File: src/common/strap_pkg.sv
// Package for the power-up strap decoder: register map, field positions,
// reset values, timing counts and carrier structs.
// Assumes a 125 MHz system clock and a classic Wishbone register bus.
package strap_pkg;

  // ----------------------------------------------------------------
  // Clock and timing
  // ----------------------------------------------------------------
  localparam int unsigned CLK_HZ = 125_000_000;
  localparam int unsigned BLINK_MS = 1000;
  localparam int unsigned BLINK_CYCLES = (CLK_HZ / 1000) * BLINK_MS;
  localparam int unsigned HALL_HOLD_MS = 1000;
  localparam int unsigned HALL_HOLD_CYCLES = (CLK_HZ / 1000) * HALL_HOLD_MS;

  // ----------------------------------------------------------------
  // Identity encoding
  // ----------------------------------------------------------------
  localparam int unsigned LEVEL_COUNT = 7;
  localparam logic [2:0] LEVEL_MAX = 3'h6;
  localparam logic [2:0] SCRIPT_LEVEL_MIN = 3'h3;
  localparam logic [8:0] HIGH_WEIGHT = 9'h031;
  localparam logic [8:0] MID_WEIGHT = 9'h007;
  localparam logic [8:0] ID_LIMIT = 9'h07f;
  localparam logic [7:0] ID_ZERO_OPEN = 8'h7f;
  localparam logic [7:0] ID_UNCONFIGURED = 8'hff;

  // ----------------------------------------------------------------
  // Autorun disable word
  // ----------------------------------------------------------------
  localparam logic [15:0] NVM_AUTORUN_ADDR = 16'h4000;
  localparam logic [15:0] NVM_AUTORUN_OFF = 16'h0001;

  // ----------------------------------------------------------------
  // Register map (byte addresses)
  // ----------------------------------------------------------------
  localparam logic [7:0] ADDR_CONFIG = 8'h00;
  localparam logic [7:0] ADDR_IRQ_STATUS = 8'h04;
  localparam logic [7:0] ADDR_IRQ_MASK = 8'h08;
  localparam logic [7:0] ADDR_MOTION_ERROR = 8'h0c;
  localparam logic [7:0] ADDR_CONTROL = 8'h10;

  // Config register fields
  localparam int unsigned CFG_ID_LSB = 0;
  localparam int unsigned CFG_SCRIPTED_BIT = 8;
  localparam int unsigned CFG_UNCONF_BIT = 9;
  localparam int unsigned CFG_AUTORUN_BIT = 10;
  localparam int unsigned CFG_VALID_BIT = 11;
  localparam int unsigned CFG_SLAVE_BIT = 12;
  localparam int unsigned CFG_SETUP_INV_BIT = 13;

  // Interrupt events
  localparam int unsigned IRQ_WIDTH = 3;
  localparam int unsigned IRQ_CONFIG_DONE = 0;
  localparam int unsigned IRQ_PROGRAM_START = 1;
  localparam int unsigned IRQ_SETUP_INVALID = 2;

  // Motion error register field
  localparam int unsigned MOTION_ERROR_SETUP_BIT = 2;

  // Control register fields
  localparam int unsigned CTL_SETUP_LOADED_BIT = 0;

  localparam logic [IRQ_WIDTH-1:0] IRQ_MASK_RESET = 3'h0;
  localparam logic [15:0] MOTION_ERROR_RESET = 16'h0000;

  // ----------------------------------------------------------------
  // Carriers
  // ----------------------------------------------------------------
  typedef struct packed {
    logic [2:0] high;
    logic [2:0] mid;
    logic [2:0] low;
  } strap_levels_t;

  typedef struct packed {
    logic scripted;
    logic [7:0] node_id;
    logic unconfigured;
  } node_config_t;

  typedef struct packed {
    logic cyc;
    logic stb;
    logic we;
    logic [3:0] sel;
    logic [7:0] adr;
    logic [31:0] dat;
  } wb_req_t;

  typedef enum logic [2:0] {
    ST_SETTLE = 3'b000,
    ST_SAMPLE = 3'b001,
    ST_HALL_WAIT = 3'b010,
    ST_DECIDE = 3'b011,
    ST_RUN = 3'b100,
    ST_SLAVE = 3'b101
  } boot_state_t;

endpackage

File: src/core/strap_decode.sv
// Power-up strap decoder: samples the identity straps once, selects the
// network mode, computes the node identity and decides on automatic run.
// Assumes the level detector delivers stable 0..6 codes before release of
// reset, and that the non-volatile memory word and program status are
// presented by the memory controller as plain levels.
//
// Operation
// - Top level L0-L2 open, L3-L6 scripted
// - Each strap is a code 0..6
// - Open id is 49*high+7*mid+low
// - Open raw zero gives id 127
// - Raw above 127 gives id 255
// - Id 255 open: only LSS, silent
// - Non-configured flashes ready every second
// - Scripted id is 49*(high-3)+7*mid+low
// - Scripted raw zero gives 255, non-configured
// - Sample straps once, hold until power cycle
// - Scripted mode autoruns valid stored program
// - Word 0x0001 at 0x4000 disables autorun
// - Open mode never autoruns a program
// - Hall inputs low one second forces slave
// - No valid program forces slave state
// - Hall low on ethernet variant invalidates setup
// - Then defaults load, error bit 2 set
module strap_decode
  import strap_pkg::*;
#(
  parameter int unsigned BLINK_COUNT = BLINK_CYCLES,
  parameter int unsigned HALL_COUNT = HALL_HOLD_CYCLES,
  parameter bit ETHERNET_VARIANT = 1'b0
) (
  input wire logic clk_i, // System clock, 125 MHz
  input wire logic rst_i, // Power-on reset, active high
  input wire logic [2:0] identity_strap_low_i, // Low strap level code
  input wire logic [2:0] identity_strap_mid_i, // Mid strap level code
  input wire logic [2:0] identity_strap_high_i, // High strap level code
  input wire logic [2:0] hall_i, // Digital Hall pins
  input wire logic program_valid_i, // Stored program is valid
  input wire logic [15:0] nvm_first_word_i, // Word at autorun address
  input wire logic setup_invalid_i, // Setup table was invalidated
  input wire logic motor_supply_i, // Motor supply present
  input wire logic lss_command_i, // Incoming command is LSS
  input wire logic wb_cyc_i, // Wishbone cycle
  input wire logic wb_stb_i, // Wishbone strobe
  input wire logic wb_we_i, // Wishbone write enable
  input wire logic [3:0] wb_sel_i, // Wishbone byte selects
  input wire logic [7:0] wb_adr_i, // Wishbone byte address
  input wire logic [31:0] wb_dat_i, // Wishbone write data
  output logic [31:0] wb_dat_o, // Wishbone read data
  output logic wb_ack_o, // Wishbone acknowledge
  output logic config_valid_o, // Mode and identity fixed
  output logic scripted_network_mode_o, // Scripted mode selected
  output logic [7:0] node_id_o, // Node identity
  output logic unconfigured_o, // LSS non-configured state
  output logic accept_command_o, // Command may be processed
  output logic tx_enable_o, // Normal transmission allowed
  output logic ready_led_o, // Ready indicator
  output logic program_start_o, // One-cycle start of program
  output logic slave_mode_o, // Non-automatic slave state
  output logic setup_invalidate_o, // Request to void setup table
  output logic irq_o // Level interrupt
);

  // ----------------------------------------------------------------
  // State
  // ----------------------------------------------------------------
  typedef struct packed {
    boot_state_t st;
    strap_levels_t strap_s1;
    strap_levels_t strap_s2;
    logic [2:0] hall_s1;
    logic [2:0] hall_s2;
    node_config_t cfg;
    logic valid;
    logic sampled;
    logic autorun;
    logic slave;
    logic start;
    logic started;
    logic setup_inv;
    logic setup_seen;
    logic [31:0] hall_cnt;
    logic [31:0] blink_cnt;
    logic led;
    logic accept;
    logic tx_en;
    logic [IRQ_WIDTH-1:0] irq_status;
    logic [IRQ_WIDTH-1:0] irq_mask;
    logic irq;
    logic [15:0] motion_error;
    logic setup_loaded;
    logic ack;
    logic [31:0] rdata;
  } state_t;

  state_t r;
  state_t next_r;

  // ----------------------------------------------------------------
  // Identity arithmetic
  // ----------------------------------------------------------------
  function automatic logic [2:0] clamp_level(input logic [2:0] code);
    // Illegal code 7 is treated as the top level
    clamp_level = (code > LEVEL_MAX) ? LEVEL_MAX : code;
  endfunction

  function automatic node_config_t decode_id(input strap_levels_t s);
    logic [8:0] raw;
    logic [8:0] top;
    logic scripted;
    scripted = (s.high >= SCRIPT_LEVEL_MIN);
    top = scripted ? 9'(s.high - SCRIPT_LEVEL_MIN) : 9'(s.high);
    raw = 9'(top * HIGH_WEIGHT) + 9'(s.mid * MID_WEIGHT) + 9'(s.low);
    decode_id.scripted = scripted;
    if (raw == 9'h000) begin
      decode_id.node_id = scripted ? ID_UNCONFIGURED : ID_ZERO_OPEN;
    end else if (raw > ID_LIMIT) begin
      decode_id.node_id = ID_UNCONFIGURED;
    end else begin
      decode_id.node_id = raw[7:0];
    end
    decode_id.unconfigured = (decode_id.node_id == ID_UNCONFIGURED);
  endfunction

  function automatic logic wb_lane(input logic [31:0] old, input logic [31:0] wd,
                                   input logic [3:0] sel, input int unsigned bit_i);
    wb_lane = sel[bit_i / 8] ? wd[bit_i] : old[bit_i];
  endfunction

  // ----------------------------------------------------------------
  // Next state
  // ----------------------------------------------------------------
  strap_levels_t levels;
  logic wr;
  logic rd;
  logic hall_low;
  logic [IRQ_WIDTH-1:0] events;

  always_comb begin
    next_r = r;
    // Strap codes come from pins, so they pass two flip-flops first
    next_r.strap_s1.high = identity_strap_high_i;
    next_r.strap_s1.mid = identity_strap_mid_i;
    next_r.strap_s1.low = identity_strap_low_i;
    next_r.strap_s2 = r.strap_s1;
    levels.high = clamp_level(r.strap_s2.high);
    levels.mid = clamp_level(r.strap_s2.mid);
    levels.low = clamp_level(r.strap_s2.low);
    next_r.hall_s1 = hall_i;
    next_r.hall_s2 = r.hall_s1;
    hall_low = (r.hall_s2 == 3'h0);
    next_r.start = 1'b0;
    events = '0;

    unique case (r.st)
      ST_SETTLE: begin
        next_r.st = ST_SAMPLE;
      end
      ST_SAMPLE: begin
        if (!r.sampled) begin
          next_r.cfg = decode_id(levels);
          next_r.sampled = 1'b1;
        end
        next_r.valid = 1'b1;
        events[IRQ_CONFIG_DONE] = 1'b1;
        next_r.hall_cnt = '0;
        next_r.st = ST_HALL_WAIT;
      end
      ST_HALL_WAIT: begin
        // Hall pins must stay low the whole hold time to count
        if (!hall_low) begin
          next_r.st = ST_DECIDE;
        end else if (r.hall_cnt >= HALL_COUNT - 1) begin
          next_r.slave = 1'b1;
          if (ETHERNET_VARIANT) begin
            next_r.setup_inv = 1'b1;
            events[IRQ_SETUP_INVALID] = 1'b1;
          end
          next_r.st = ST_DECIDE;
        end else begin
          next_r.hall_cnt = r.hall_cnt + 32'd1;
        end
      end
      ST_DECIDE: begin
        next_r.autorun = r.cfg.scripted
          && (nvm_first_word_i != NVM_AUTORUN_OFF)
          && program_valid_i && !r.slave;
        if (!program_valid_i || !r.cfg.scripted || r.slave ||
            nvm_first_word_i == NVM_AUTORUN_OFF) begin
          next_r.slave = 1'b1;
          next_r.st = ST_SLAVE;
        end else begin
          next_r.st = ST_RUN;
        end
      end
      ST_RUN: begin
        if (motor_supply_i && !r.started) begin
          next_r.start = 1'b1;
          next_r.started = 1'b1;
          events[IRQ_PROGRAM_START] = 1'b1;
        end
      end
      ST_SLAVE: begin
        next_r.st = ST_SLAVE;
      end
      default: begin
        next_r.st = ST_SETTLE;
      end
    endcase

    // Setup defaults flagged in the motion error register
    if (r.valid && setup_invalid_i && !r.setup_seen) begin
      next_r.setup_seen = 1'b1;
      next_r.motion_error[MOTION_ERROR_SETUP_BIT] = 1'b1;
    end

    // Non-configured node: LSS only, no transmission, slow blink
    next_r.accept = r.valid && (!r.cfg.unconfigured || lss_command_i);
    next_r.tx_en = r.valid && !r.cfg.unconfigured;
    if (r.valid && r.cfg.unconfigured) begin
      if (r.blink_cnt >= BLINK_COUNT - 1) begin
        next_r.blink_cnt = '0;
        next_r.led = !r.led;
      end else begin
        next_r.blink_cnt = r.blink_cnt + 32'd1;
      end
    end else begin
      next_r.blink_cnt = '0;
      next_r.led = r.valid;
    end

    // Wishbone slave, one wait state, ack drops after one cycle
    // Writes land on the ack edge, the one the master samples
    wr = wb_cyc_i && wb_stb_i && wb_we_i && r.ack;
    rd = wb_cyc_i && wb_stb_i && !r.ack;
    next_r.ack = rd;
    next_r.rdata = '0;
    if (rd && !wb_we_i) begin
      unique case (wb_adr_i)
        ADDR_CONFIG: begin
          next_r.rdata[CFG_ID_LSB +: 8] = r.cfg.node_id;
          next_r.rdata[CFG_SCRIPTED_BIT] = r.cfg.scripted;
          next_r.rdata[CFG_UNCONF_BIT] = r.cfg.unconfigured;
          next_r.rdata[CFG_AUTORUN_BIT] = r.autorun;
          next_r.rdata[CFG_VALID_BIT] = r.valid;
          next_r.rdata[CFG_SLAVE_BIT] = r.slave;
          next_r.rdata[CFG_SETUP_INV_BIT] = r.setup_inv;
        end
        ADDR_IRQ_STATUS: next_r.rdata[IRQ_WIDTH-1:0] = r.irq_status;
        ADDR_IRQ_MASK: next_r.rdata[IRQ_WIDTH-1:0] = r.irq_mask;
        ADDR_MOTION_ERROR: next_r.rdata[15:0] = r.motion_error;
        ADDR_CONTROL: next_r.rdata[CTL_SETUP_LOADED_BIT] = r.setup_loaded;
        default: next_r.rdata = '0;
      endcase
    end
    if (wr && wb_sel_i[0]) begin
      if (wb_adr_i == ADDR_IRQ_STATUS) begin
        next_r.irq_status = r.irq_status & ~wb_dat_i[IRQ_WIDTH-1:0];
      end
      if (wb_adr_i == ADDR_IRQ_MASK) begin
        next_r.irq_mask = wb_dat_i[IRQ_WIDTH-1:0];
      end
      if (wb_adr_i == ADDR_CONTROL) begin
        next_r.setup_loaded = wb_dat_i[CTL_SETUP_LOADED_BIT];
      end
    end
    // Clear acts on the updated value, so a same-cycle set is cleared too
    if (wr && wb_adr_i == ADDR_MOTION_ERROR) begin
      for (int unsigned i = 0; i < 16; i++) begin
        next_r.motion_error[i] = next_r.motion_error[i] & ~wb_lane(32'h0000_0000, wb_dat_i,
                                                             wb_sel_i, i);
      end
    end
    // Events win over a clear in the same cycle
    next_r.irq_status = next_r.irq_status | events;
    next_r.irq = |(next_r.irq_status & next_r.irq_mask);
    // A loaded setup table withdraws the invalidate request
    if (r.setup_loaded) begin
      next_r.setup_inv = 1'b0;
    end
  end

  // ----------------------------------------------------------------
  // Registers
  // ----------------------------------------------------------------
  always_ff @(posedge clk_i) begin
    if (rst_i) begin
      r <= '0;
      r.st <= ST_SETTLE;
      r.irq_mask <= IRQ_MASK_RESET;
      r.motion_error <= MOTION_ERROR_RESET;
      // Strap synchroniser runs through reset so codes are settled at release
      r.strap_s1 <= next_r.strap_s1;
      r.strap_s2 <= next_r.strap_s2;
    end else begin
      r <= next_r;
    end
  end

  assign wb_dat_o = r.rdata;
  assign wb_ack_o = r.ack;
  assign config_valid_o = r.valid;
  assign scripted_network_mode_o = r.cfg.scripted;
  assign node_id_o = r.cfg.node_id;
  assign unconfigured_o = r.cfg.unconfigured;
  assign accept_command_o = r.accept;
  assign tx_enable_o = r.tx_en;
  assign ready_led_o = r.led;
  assign program_start_o = r.start;
  assign slave_mode_o = r.slave;
  assign setup_invalidate_o = r.setup_inv;
  assign irq_o = r.irq;

endmodule

File: config.mk
export PLATFORM = sky130hd
export DESIGN_NAME = strap_decode
export DESIGN_NICKNAME = d
export VERILOG_FILES = /design/src/common/strap_pkg.sv /design/src/core/strap_decode.sv
export SDC_FILE = /design/constraint.sdc
export NUM_CORES = 1
export LEC_CHECK = 0
export BUFFER_PORTS_ARGS = -buffer_cell sky130_fd_sc_hd__buf_2
export CAP_MARGIN = 20
export CORE_MARGIN = 2
export CORE_UTILIZATION = 50
export DETAILED_ROUTE_END_ITERATION = 10
export PLACE_DENSITY_LB_ADDON = 0.3
export SLEW_MARGIN = 20
export SYNTH_ARGS = -nofsm -noshare
export SYNTH_HDL_FRONTEND = slang
export SYNTH_SLANG_ARGS = --single-unit
File: constraint.sdc
create_clock -name clk_i -period 4.3 [get_ports clk_i]
set_clock_uncertainty 0.2 [all_clocks]
set_input_delay 0.86 -clock clk_i [delete_from_list [all_inputs] [get_ports clk_i]]
set_output_delay 0.86 -clock clk_i [all_outputs]
set_load 0.02 [all_outputs]
==> insert_results.sql, run 1 <==
INSERT INTO impl_metrics (metric_group, metric, value, unit) VALUES
('floorplanning', 'die-area', '0.01449', 'mm²'),
('drt', 'drt_iter0_markers', '516', ''),
('timing', 'final-setup-viol-count', '0', ''),
('global_route', 'grt_start_max_net_pins', '38', ''),
('worst_setup_path', 'endpoint', 'node_id_o[7]$_SDFFE_PP0P_', ''),
('floorplanning', 'rows', '42', ''),
('yosys', 'leading_area_contributor_after_synthesis', 'sky130_fd_sc_hd__dfxtp_1', ''),
('timing', 'final_critical_path_setup_slack', '0.1410', 'ns'),
('yosys', 'synth_xor_xnor_area_share', '5.821', '%'),
('yosys', 'synthMostInstantiatedCell', 'sky130_fd_sc_hd__dfxtp_1', ''),
('timing', 'period_minus_slack', '4.159', 'ns'),
('yosys', 'synthArstFlopShare', '0', '%'),
('yosys', 'synth.ff_latch_count', '151', ''),
('yosys', 'synth_edf_count', '0', ''),
('clock_network', 'insertion_delay', '0.42', 'ns'),
('power', 'clkPwrFrac', '40.6', '%'),
('worst_setup_path', 'end_kind', 'flip-flop', ''),
('worst_setup_path', 'worst_path_maximum_fanout', '4', ''),
('yosys', 'synth_area_leaders', 'sky130_fd_sc_hd__dfxtp_1 45%, sky130_fd_sc_hd__ha_1 5.4%, sky130_fd_sc_hd__buf_4 4.7%', ''),
('timing', 'hold_viol', '0', ''),
('yosys', 'post_synth_adder_cell_area', '7.134', '%'),
('worst_setup_path', 'path_common_cell', 'sky130_fd_sc_hd__ha_1', ''),
('yosys', 'ys_dominant_reg_cell', 'sky130_fd_sc_hd__dfxtp_1', ''),
('yosys', 'synth_warnings', '0', ''),
('worst_setup_path', 'worst_ep_required_time', '4.45', 'ns'),
('worst_setup_path', 'rr_endpoint', 'node_id_o[7]$_SDFFE_PP0P_', ''),
('timing', 'timing_worst_slew_pin_value', '0.8059', 'ns'),
('drt', 'routed_wl', '14770', 'µm'),
('clock_network', 'ctsRootBufferMaster', 'sky130_fd_sc_hd__clkbuf_16', ''),
('yosys', 'netlist_instances', '743', ''),
('timing', 'max_slew_violation_count', '0', ''),
('drt', 'routed_wire_length_per_instance', '14.54', 'µm'),
('run_status', 'outcome', 'complete, no violations', ''),
('yosys', 'yosys-top-cells-count', '151 x sky130_fd_sc_hd__dfxtp_1, 74 x sky130_fd_sc_hd__nor2_1, 48 x sky130_fd_sc_hd__nand2_1, 43 x sky130_fd_sc_hd__a21oi_1, 42 x sky130_fd_sc_hd__buf_4', ''),
('worst_setup_path', 'path_cells', 'ha_2 > or2_2 > ha_1 > ha_1 > ha_1 > ha_1 > ha_1 > a21oi_1 > o21ai_2 > xnor2_2 > nand4_1 > or4_4 > a21oi_2', ''),
('floorplanning', 'die_height', '120.4', 'µm'),
('hold_path', 'worstHoldPathType', 'reg2reg', ''),
('clock_network', 'cts_tree', 'built', ''),
('worst_setup_path', 'timing.critical_path.slowest_cell_delay', '0.59', 'ns'),
('yosys', 'synthSimpleGateAreaFrac', '21.81', '%'),
('worst_setup_path', 'cp_top_family', 'adder cells', ''),
('clock_network', 'cts.path.max_buffers', '2', ''),
('power', 'p_total', '0.003891', 'W'),
('timing', 'slew-limit-headroom', '46.07', '%'),
('clock_network', 'cts_num_sinks', '151', ''),
('placed_design', 'dp_hpwl', '10510', 'µm'),
('timing', 'layout_worst_path_cycle_share', '96.72', '%'),
('clock_network', 'cts-buffers-inserted', '17', ''),
('global_route', 'grt_util_met2', '33.97', '%'),
('power', 'worst_ir_drop_vdd', '0.3228', 'mV'),
('global_route', 'grt_pass1_vias', '5200', ''),
('layout', 'final_nets', '943', ''),
('yosys', 'synth.avg_cell_area', '9.112', 'µm²'),
('power', 'switching_share', '28.93', '%'),
('yosys', 'dominant_combinational_cell_family_by_area_after_synthesis', 'simple AND/OR/NAND/NOR gates', ''),
('global_route', 'grtUsageTotal', '20.79', '%'),
('run', 'maxCapViolations', '0', ''),
('timing', 'fin_tns_setup', '0', 'ns'),
('worst_setup_path', 'cp_slowest_cell', 'sky130_fd_sc_hd__or4_4', ''),
('global_route', 'wire_length_of_the_first_global_routing_pass', '24340', 'µm'),
('power', 'power.combinational.fraction', '19.5', '%'),
('yosys', 'synth.cell_area', '0.006770', 'mm²'),
('worst_setup_path', 'critical_path_cell_count', '13', ''),
('clock_network', 'holdBufCountCts', '0', ''),
('floorplanning', 'placeable_core_region', '0.01324', 'mm²'),
('yosys', 'synth.area.mux_share', '1.571', '%'),
('global_route', 'grt_use_met1', '26.47', '%'),
('placed_design', 'globalplace.congestion', '0.9139', ''),
('worst_setup_path', 'reg2reg_setup_slack', '0.14', 'ns'),
('timing', 'fmaxAchievable', '240.4', 'MHz'),
('worst_setup_path', 'critical_path.n_buffers_inverters', '0', '');
## cell type report
cell class | instances | area [µm²]
Tap cell | 176 | 220.2
Fill cell | 1165 | 5309
Clock buffer | 19 | 442.9
Timing Repair Buffer | 103 | 533.0
Clock inverter | 13 | 192.7
Sequential cell | 151 | 3024
Multi-Input combinational cell | 531 | 3435
Inverter | 23 | 86.33
## worst min path at each step
stage                        startpoint             end  slack, ns
finish              next_r[151]$_DFF_P_  r[151]$_DFF_P_       0.13
global route        next_r[150]$_DFF_P_  r[150]$_DFF_P_       0.13
CTS                 next_r[149]$_DFF_P_  r[149]$_DFF_P_       0.13
detailed placement  next_r[149]$_DFF_P_  r[149]$_DFF_P_       0.11
global placement    next_r[151]$_DFF_P_  r[151]$_DFF_P_       0.11
floorplan           next_r[148]$_DFF_P_  r[148]$_DFF_P_       0.11
## power by group through the flow
stage	registers, W	logic, W	clock network (W)
after floorplan	0.00157	0.000536	0
after global placement	0.00157	0.000672	0
after detailed placement	0.00158	0.000689	0
after CTS	0.00155	0.000697	0.00161
after global routing	0.00156	0.000845	0.00167
final	0.00155	0.000760	0.00158
## routing by layer
metal / routed length [µm] / share of wire [%]
met1: 6743 / 46
met2: 6980 / 47
met3: 825 / 5.6
met4: 225 / 1.5
met5: 0 / 0
## state kept, by name, indices dropped and copies added, names as in the netlist
name	flops
r	106
wb_dat_o	16
next_r	12
node_id_o	8
accept_command_o	1
irq_o	1
program_start_o	1
ready_led_o	1
scripted_network_mode_o	1
slave_mode_o	1
tx_enable_o	1
unconfigured_o	1
wb_ack_o	1
## placed cells by master (no fill, tap or decap), types with 6 or more instances in the layout
master	synthesis	routed
sky130_fd_sc_hd__dfxtp_1	151	150
sky130_fd_sc_hd__buf_2	0	96
sky130_fd_sc_hd__nor2_1	74	74
sky130_fd_sc_hd__nand2_1	48	48
sky130_fd_sc_hd__a21oi_1	43	41
sky130_fd_sc_hd__nand3_1	39	39
sky130_fd_sc_hd__conb_1	2	32
sky130_fd_sc_hd__xor2_1	28	28
sky130_fd_sc_hd__ha_1	29	24
sky130_fd_sc_hd__inv_1	22	22
sky130_fd_sc_hd__and3_1	21	21
sky130_fd_sc_hd__o21ai_0	24	20
sky130_fd_sc_hd__clkbuf_16	0	17
sky130_fd_sc_hd__xnor2_1	17	16
sky130_fd_sc_hd__nand4_1	16	16
sky130_fd_sc_hd__nor3_1	13	13
sky130_fd_sc_hd__a31oi_1	13	13
sky130_fd_sc_hd__nor2b_1	12	12
sky130_fd_sc_hd__or3_1	11	11
sky130_fd_sc_hd__a22o_1	10	10
sky130_fd_sc_hd__nor4_1	9	9
sky130_fd_sc_hd__nand2b_1	7	7
sky130_fd_sc_hd__buf_4	42	7
sky130_fd_sc_hd__and2_1	6	6
sky130_fd_sc_hd__o211ai_1	6	6
sky130_fd_sc_hd__fa_1	6	6
## logic make-up (layout without fill, tap and decap cells)
| kind of cell | Yosys count | after routing |
|---|---|---|
| XOR/XNOR | 45 | 45 |
| adder cells (fa/ha/maj) | 35 | 35 |
| multiplexers | 10 | 10 |
| buffers and inverters | 91 | 158 |
| flip-flops | 151 | 151 |
| AO/OA/AOI/OAI | 122 | 122 |
| AND/OR/NAND/NOR | 287 | 287 |
| other | 2 | 32 |
## stage by stage
stage | cell area, µm² | instances | util (%) | hold slack, ns
after floorplan | 6883 | 773 | - | 0.1096
after global placement | 7223 | 984 | 54.54 | 0.1138
after detailed placement | 7223 | 984 | 54.54 | 0.1121
after CTS | 7859 | 1016 | 59.34 | 0.1262
after global routing | 7934 | 1016 | 59.91 | 0.1312
final | 7934 | 1016 | 59.91 | 0.1263
## repair_timing
action,4_1_cts,5_1_grt
setup endpoints to repair,1,9
buffers inserted,0,0
pin swaps,1,6
gates cloned,0,0
resized for setup,2,16
(Power assumes the default switching activity.)
==> inputs of run 2 (changes only) <==
--- a/config.mk
+++ b/config.mk
@@ -10,7 +10,7 @@
 export CORE_MARGIN = 2
 export CORE_UTILIZATION = 50
 export DETAILED_ROUTE_END_ITERATION = 10
-export PLACE_DENSITY_LB_ADDON = 0.3
+export PLACE_DENSITY = 0.83
 export SLEW_MARGIN = 20
 export SYNTH_ARGS = -nofsm -noshare
 export SYNTH_HDL_FRONTEND = slang
==> insert_results.sql, run 2 (synthesis results as in run 1) <==
INSERT INTO impl_metrics (metric_group, metric, value, unit) VALUES
('run_status', 'outcome', 'complete, no violations', ''),
('timing', 'layout_worst_path_cycle_share', '96.34', '%'),
('clock_network', 'insertion_delay', '0.42', 'ns'),
('hold_path', 'worstHoldPathType', 'reg2reg', ''),
('layout', 'num-fill-cells', '1151', ''),
('layout', 'top_library_cells_by_usage_in_the_layout_fill_and_taps_aside', '151 x sky130_fd_sc_hd__dfxtp_1, 96 x sky130_fd_sc_hd__buf_2, 73 x sky130_fd_sc_hd__nor2_1', ''),
('global_route', 'grt_antenna_before_repair', '0', ''),
('layout', 'multi_input_comb_area', '0.003400', 'mm²'),
('layout', 'final_common_cell', 'sky130_fd_sc_hd__dfxtp_1', ''),
('floorplanning', 'die-area', '0.01449', 'mm²'),
('worst_setup_path', 'critical_path_class', 'reg2reg', ''),
('run', 'maxCapViolations', '0', ''),
('layout', 'number_of_diodes_added_for_antenna_fixing', '0', ''),
('drt', 'drt_iter0_markers', '379', ''),
('timing', 'timing_worst_slew_pin_value', '0.8087', 'ns'),
('drt', 'drt-pass1-iter-count', '5', ''),
('placed_design', 'place.port_buffers', '96', ''),
('layout', 'utilization', '59.06', '%'),
('global_route', 'grt_overflow', '0', ''),
('drt', 'drt_drc_violations_left', '0', ''),
('clock_network', 'holdBufCountCts', '0', ''),
('drt', 'routed_wire_length_per_instance', '13.27', 'µm'),
('global_route', 'wire_length_of_the_first_global_routing_pass', '22520', 'µm'),
('floorplanning', 'die_w', '120.4', 'µm'),
('clock_network', 'cts_tree', 'built', ''),
('worst_setup_path', 'ff2ff_path_depth', '14', ''),
('floorplanning', 'floorplan.initialDensity', '51.12', '%'),
('drt', 'routed_via_density', '5.317', ''),
('timing', 'period_minus_slack', '4.143', 'ns'),
('timing', 'holdWs', '0.1298', 'ns'),
('timing', 'slew-limit-headroom', '45.89', '%'),
('layout', 'register_area', '0.003023', 'mm²'),
('clock_network', 'ctsHtreeMaxLevel', '4', ''),
('worst_setup_path', 'path_cells', 'ha_1 > or2_2 > ha_1 > or2_2 > ha_1 > fa_1 > ha_1 > ha_4 > inv_1 > o21ai_1 > xnor2_1 > nand4_1 > or4_4 > a21oi_1', ''),
('layout', 'registers.top_by_ff_count', 'r', ''),
('worst_setup_path', 'cp_slowest_cell', 'sky130_fd_sc_hd__or4_4', ''),
('power', 'power.leakage', '3.319', 'nW'),
('timing', 'fmaxAchievable', '241.4', 'MHz'),
('hold_path', 'hold-path-cell-count', '0', ''),
('worst_setup_path', 'rr_startpoint', 'r[152]$_DFF_P_', ''),
('worst_setup_path', 'critical_path_arrival', '4.30', 'ns'),
('worst_setup_path', 'rr_endpoint', 'unconfigured_o$_SDFFE_PP0P_', ''),
('timing', 'max_slew_violation_count', '0', ''),
('layout', 'post_layout_nonfiller_instances', '1014', ''),
('placed_design', 'dp_hpwl', '9538', 'µm'),
('worst_setup_path', 'crit_path_start_kind', 'flip-flop', ''),
('global_route', 'grt_start_max_net_pins', '28', ''),
('layout', 'largest_reg_flops', '106', ''),
('clock_network', 'cts-buffers-inserted', '17', ''),
('layout', 'final_nets', '942', ''),
('global_route', 'grt_pass1_vias', '4955', ''),
('timing', 'final-setup-viol-count', '0', ''),
('hold_path', 'hold_end', 'r[155]$_DFF_P_', ''),
('worst_setup_path', 'end_kind', 'flip-flop', ''),
('clock_network', 'ctsRootBufferMaster', 'sky130_fd_sc_hd__clkbuf_16', ''),
('floorplanning', 'rows', '42', ''),
('clock_network', 'cts.path.max_buffers', '2', ''),
('clock_network', 'clkTransAtPathRegs', '0.06', 'ns'),
('drt', 'postRouteAntennaNets', '0', ''),
('worst_setup_path', 'worst_path_maximum_fanout', '5', ''),
('worst_setup_path', 'reg2reg_setup_slack', '0.16', 'ns'),
('layout', 'layout-drive-gt1-share', '18.02', '%'),
('timing', 'hold_viol', '0', ''),
('worst_setup_path', 'path_common_cell', 'sky130_fd_sc_hd__ha_1', ''),
('power', 'p_total', '0.003683', 'W'),
('floorplanning', 'die_height', '120.4', 'µm'),
('clock_network', 'cts_num_sinks', '151', ''),
('layout', 'area_growth', '15.52', '%'),
('power', 'worst_ir_drop_vdd', '0.3021', 'mV'),
('global_route', 'grtUsageTotal', '19.24', '%'),
('drt', 'routed_wl', '13450', 'µm'),
('timing', 'fin_tns_setup', '0', 'ns'),
('worst_setup_path', 'timing.critical_path.slowest_cell_delay', '0.52', 'ns'),
('power', 'cellPowerDensity', '470.9', 'mW/mm²'),
('hold_path', 'min_from', 'next_r[155]$_DFF_P_', ''),
('floorplanning', 'placeable_core_region', '0.01324', 'mm²'),
('floorplanning', 'ios', '132', ''),
('placed_design', 'place_inst', '982', ''),
('placed_design', 'globalplace.congestion', '0.8981', ''),
('drt', 'route.vias.total', '5391', ''),
('worst_setup_path', 'worst_ep_required_time', '4.46', 'ns');
## run 2: cell count changes in the layout (fill, tap and decap cells not counted), sizes merged
| cell | before | now |
|---|---|---|
| clkbuf | 19 | 22 |
| bufinv | 4 | 1 |
| clkinv | 2 | 6 |
| clkinvlp | 5 | 0 |
| buf | 103 | 102 |
## run 2: power breakdown
part | total (W) | leakage (nW) | internal (W) | switching, W
clock | 0.00141 | 0.281 | 0.000844 | 0.000563
combinational | 0.000715 | 1.81 | 0.000288 | 0.000427
sequential | 0.00156 | 1.23 | 0.00147 | 0.0000856
total | 0.00368 | 3.32 | 0.00261 | 0.00108
## run 2: worst max-delay path, delay by kind of cell (launching register included)
family                     cells  cell delay [ns]
AOI/OAI and AO/OA              2             0.29
xor gates and xnor gates       1             0.15
adders and majority gates      6             1.79
buffers and inverters          1             0.05
DFF                            1             0.35
and+or+nand+nor                4             1.25
## run 2: worst max-delay path by stage
stage / depth (start not counted) / endpoint / from
floorplan: 14 / node_id_o[7]$_SDFFE_PP0P_ / r[152]$_DFF_P_
global placement: 14 / node_id_o[7]$_SDFFE_PP0P_ / r[152]$_DFF_P_
detailed placement: 14 / unconfigured_o$_SDFFE_PP0P_ / r[152]$_DFF_P_
CTS: 14 / node_id_o[7]$_SDFFE_PP0P_ / r[152]$_DFF_P_
global route: 13 / node_id_o[7]$_SDFFE_PP0P_ / r[152]$_DFF_P_
finish: 14 / unconfigured_o$_SDFFE_PP0P_ / r[152]$_DFF_P_
## run 2: final cells by class
type | count | share of cell area, %
Multi-Input combinational cell | 531 | 43.47
Tap cell | 176 | 2.816
Inverter | 23 | 1.104
Clock buffer | 22 | 6.063
Timing Repair Buffer | 102 | 6.719
Clock inverter | 9 | 1.184
Sequential cell | 151 | 38.65
## run 2: repair_timing
item                                    4_1_cts  5_1_grt
setup buffers                                 0        1
endpoints found under the setup margin        0        9
resized for setup                             0       11
## run 2: routing by layer
| metal | up-vias | part of all wire, % | global-route usage (%) |
|---|---|---|---|
| li1 | 2706 | - | - |
| met3 | 31 | 6.4 | 4.858 |
| met5 | - | 0 | 0 |
| met4 | 0 | 2.9 | 9.302 |
| met2 | 188 | 44 | 29.66 |
| met1 | 2466 | 47 | 25.19 |
## run 2: stage by stage
step / instance area, µm² / setup WS, ns
floorplan: 6883 / 0.2660
global placement: 7208 / 0.1016
detailed placement: 7208 / 0.06754
CTS: 7775 / 0.04218
global route: 7821 / -0.02145
finish: 7821 / 0.1572
==> inputs of run 3 (changes only) <==
--- a/config.mk
+++ b/config.mk
@@ -9,8 +9,10 @@
 export CAP_MARGIN = 20
 export CORE_MARGIN = 2
 export CORE_UTILIZATION = 50
+export CTS_CLUSTER_DIAMETER = 30
 export DETAILED_ROUTE_END_ITERATION = 10
 export PLACE_DENSITY = 0.83
+export SETUP_SLACK_MARGIN = 0.3
 export SLEW_MARGIN = 20
 export SYNTH_ARGS = -nofsm -noshare
 export SYNTH_HDL_FRONTEND = slang
==> insert_results.sql, run 3 (synthesis results as in run 1) <==
INSERT INTO impl_metrics (metric_group, metric, value, unit) VALUES
('placed_design', 'globalplace.congestion', '0.8915', ''),
('placed_design', 'dpl_worst_slack', '0.06279', 'ns'),
('timing', 'holdWs', '0.1259', 'ns'),
('drt', 'routed_via_density', '5.414', ''),
('drt', 'drt-pass1-iter-count', '5', ''),
('global_route', 'grt_antenna_before_repair', '0', ''),
('timing', 'max_slew_violation_count', '0', ''),
('power', 'p_total', '0.004010', 'W'),
('drt', 'routed_wl', '14900', 'µm'),
('worst_setup_path', 'reg2reg_setup_slack', '0.28', 'ns'),
('clock_network', 'ctsHtreeMaxLevel', '4', ''),
('layout', 'top_library_cells_by_usage_in_the_layout_fill_and_taps_aside', '149 x sky130_fd_sc_hd__dfxtp_1, 96 x sky130_fd_sc_hd__buf_2, 72 x sky130_fd_sc_hd__nor2_1', ''),
('floorplanning', 'die_w', '120.4', 'µm'),
('global_route', 'grt_overflow', '0', ''),
('clock_network', 'cts-buffers-inserted', '17', ''),
('floorplanning', 'rows', '42', ''),
('timing', 'final-setup-viol-count', '0', ''),
('global_route', 'grtUsageTotal', '20.13', '%'),
('clock_network', 'cts_tree', 'built', ''),
('worst_setup_path', 'path_cells', 'ha_4 > or2_4 > ha_2 > or2_4 > ha_4 > fa_1 > ha_4 > ha_4 > inv_2 > o21ai_2 > xnor2_2 > nand4_1 > buf_4 > buf_4 > buf_4 > o21ba_4 > a21oi_2', ''),
('clock_network', 'clkTransAtPathRegs', '0.06', 'ns'),
('timing', 'slew-limit-headroom', '45.27', '%'),
('timing', 'layout_worst_path_cycle_share', '93.55', '%'),
('power', 'worst_ir_drop_vdd', '0.3022', 'mV'),
('drt', 'postRouteAntennaNets', '0', ''),
('layout', 'largest_reg_flops', '106', ''),
('worst_setup_path', 'cp_slowest_cell', 'sky130_fd_sc_hd__fa_1', ''),
('placed_design', 'dp_hpwl', '9713', 'µm'),
('layout', 'utilization', '60.95', '%'),
('drt', 'route.vias.total', '5544', ''),
('clock_network', 'holdBufCountCts', '0', ''),
('run', 'maxCapViolations', '0', ''),
('drt', 'drt_drc_violations_left', '0', ''),
('layout', 'number_of_diodes_added_for_antenna_fixing', '0', ''),
('clock_network', 'cts_num_sinks', '151', ''),
('timing', 'grt_setup_unrepaired', 'false', ''),
('timing', 'hold_viol', '0', ''),
('drt', 'routed_wire_length_per_instance', '14.55', 'µm'),
('run_status', 'outcome', 'complete, no violations', ''),
('floorplanning', 'floorplan.initialDensity', '51.12', '%'),
('floorplanning', 'die_height', '120.4', 'µm'),
('layout', 'final_nets', '951', ''),
('timing', 'period_minus_slack', '4.023', 'ns'),
('global_route', 'grt_start_max_net_pins', '39', ''),
('layout', 'area_growth', '19.22', '%'),
('drt', 'drt_iter0_markers', '385', ''),
('clock_network', 'cts.path.max_buffers', '2', ''),
('layout', 'layout-drive-gt1-share', '21.70', '%'),
('floorplanning', 'ios', '132', ''),
('worst_setup_path', 'end_kind', 'flip-flop', ''),
('worst_setup_path', 'cp_top_family', 'adder cells', ''),
('layout', 'final_common_cell', 'sky130_fd_sc_hd__dfxtp_1', ''),
('floorplanning', 'die-area', '0.01449', 'mm²'),
('timing', 'fin_tns_setup', '0', 'ns'),
('worst_setup_path', 'critical_path.n_buffers_inverters', '4', ''),
('worst_setup_path', 'critical_path_class', 'reg2reg', ''),
('worst_setup_path', 'path_common_cell', 'sky130_fd_sc_hd__ha_4', ''),
('global_route', 'wire_length_of_the_first_global_routing_pass', '23510', 'µm'),
('worst_setup_path', 'timing.critical_path.slowest_cell_delay', '0.56', 'ns'),
('clock_network', 'ctsRootBufferMaster', 'sky130_fd_sc_hd__clkbuf_16', ''),
('worst_setup_path', 'worst_path_maximum_fanout', '4', ''),
('clock_network', 'insertion_delay', '0.43', 'ns'),
('placed_design', 'place.port_buffers', '96', ''),
('worst_setup_path', 'ff2ff_path_depth', '17', ''),
('layout', 'registers.top_by_ff_count', 'r', ''),
('timing', 'timing_worst_slew_pin_value', '0.8192', 'ns'),
('worst_setup_path', 'worst_ep_required_time', '4.46', 'ns'),
('worst_setup_path', 'critical_path_cell_count', '17', ''),
('worst_setup_path', 'critical_path_arrival', '4.18', 'ns'),
('power', 'power.leakage', '3.386', 'nW'),
('global_route', 'grt_pass1_vias', '5204', ''),
('floorplanning', 'placeable_core_region', '0.01324', 'mm²'),
('hold_path', 'worstHoldPathType', 'reg2reg', ''),
('worst_setup_path', 'crit_path_start_kind', 'flip-flop', ''),
('timing', 'final_critical_path_setup_slack', '0.2772', 'ns'),
('power', 'cellPowerDensity', '496.9', 'mW/mm²'),
('timing', 'fmaxAchievable', '248.6', 'MHz'),
('hold_path', 'hold-path-cell-count', '0', '');
-- run 3: stage by stage --
stage,instances,instance area [µm²]
finish,1024,8071
global route,1024,8071
CTS,1019,7911
detailed placement,981,7201
global placement,981,7201
floorplan,773,6884
-- run 3: worst paths after layout --
check	start	endpoint
max	r[152]$_DFF_P_	node_id_o[5]$_SDFFE_PP0P_
min	next_r[148]$_DFF_P_	r[148]$_DFF_P_
max reg2reg	r[152]$_DFF_P_	node_id_o[5]$_SDFFE_PP0P_
min reg2reg	next_r[148]$_DFF_P_	r[148]$_DFF_P_
-- run 3: layout make-up --
cell class | count | area, µm²
fill | 1103 | 5171
multi-input combinational | 531 | 3570
sequential | 151 | 3028
timing repair buffer | 111 | 593.1
clock buffer | 21 | 450.4
tap | 176 | 220.2
clock inverter | 11 | 123.9
inverter | 23 | 86.33
-- run 3: repair_timing --
action | CTS | global route
pin swaps | 7 | 21
resized for setup | 17 | 25
endpoints found under the setup margin | 9 | 9
buffers inserted | 6 | 5
cloned | 0 | 0
endpoints found under the hold margin | 0 | 0
-- run 3: metal layers --
layer / track usage (%) / share of wire, %
met5: 0 / 0
met4: 7.994 / 2.2
met3: 6.368 / 7.2
met2: 32.27 / 47
met1: 25.19 / 44
-- run 3: power breakdown --
part	switching (W)	total, W	internal (W)
Sequential	0.0000855	0.00156	0.00147
Clock	0.000573	0.00144	0.000869
Combinational	0.000563	0.00101	0.000444
Total	0.00122	0.00401	0.00279
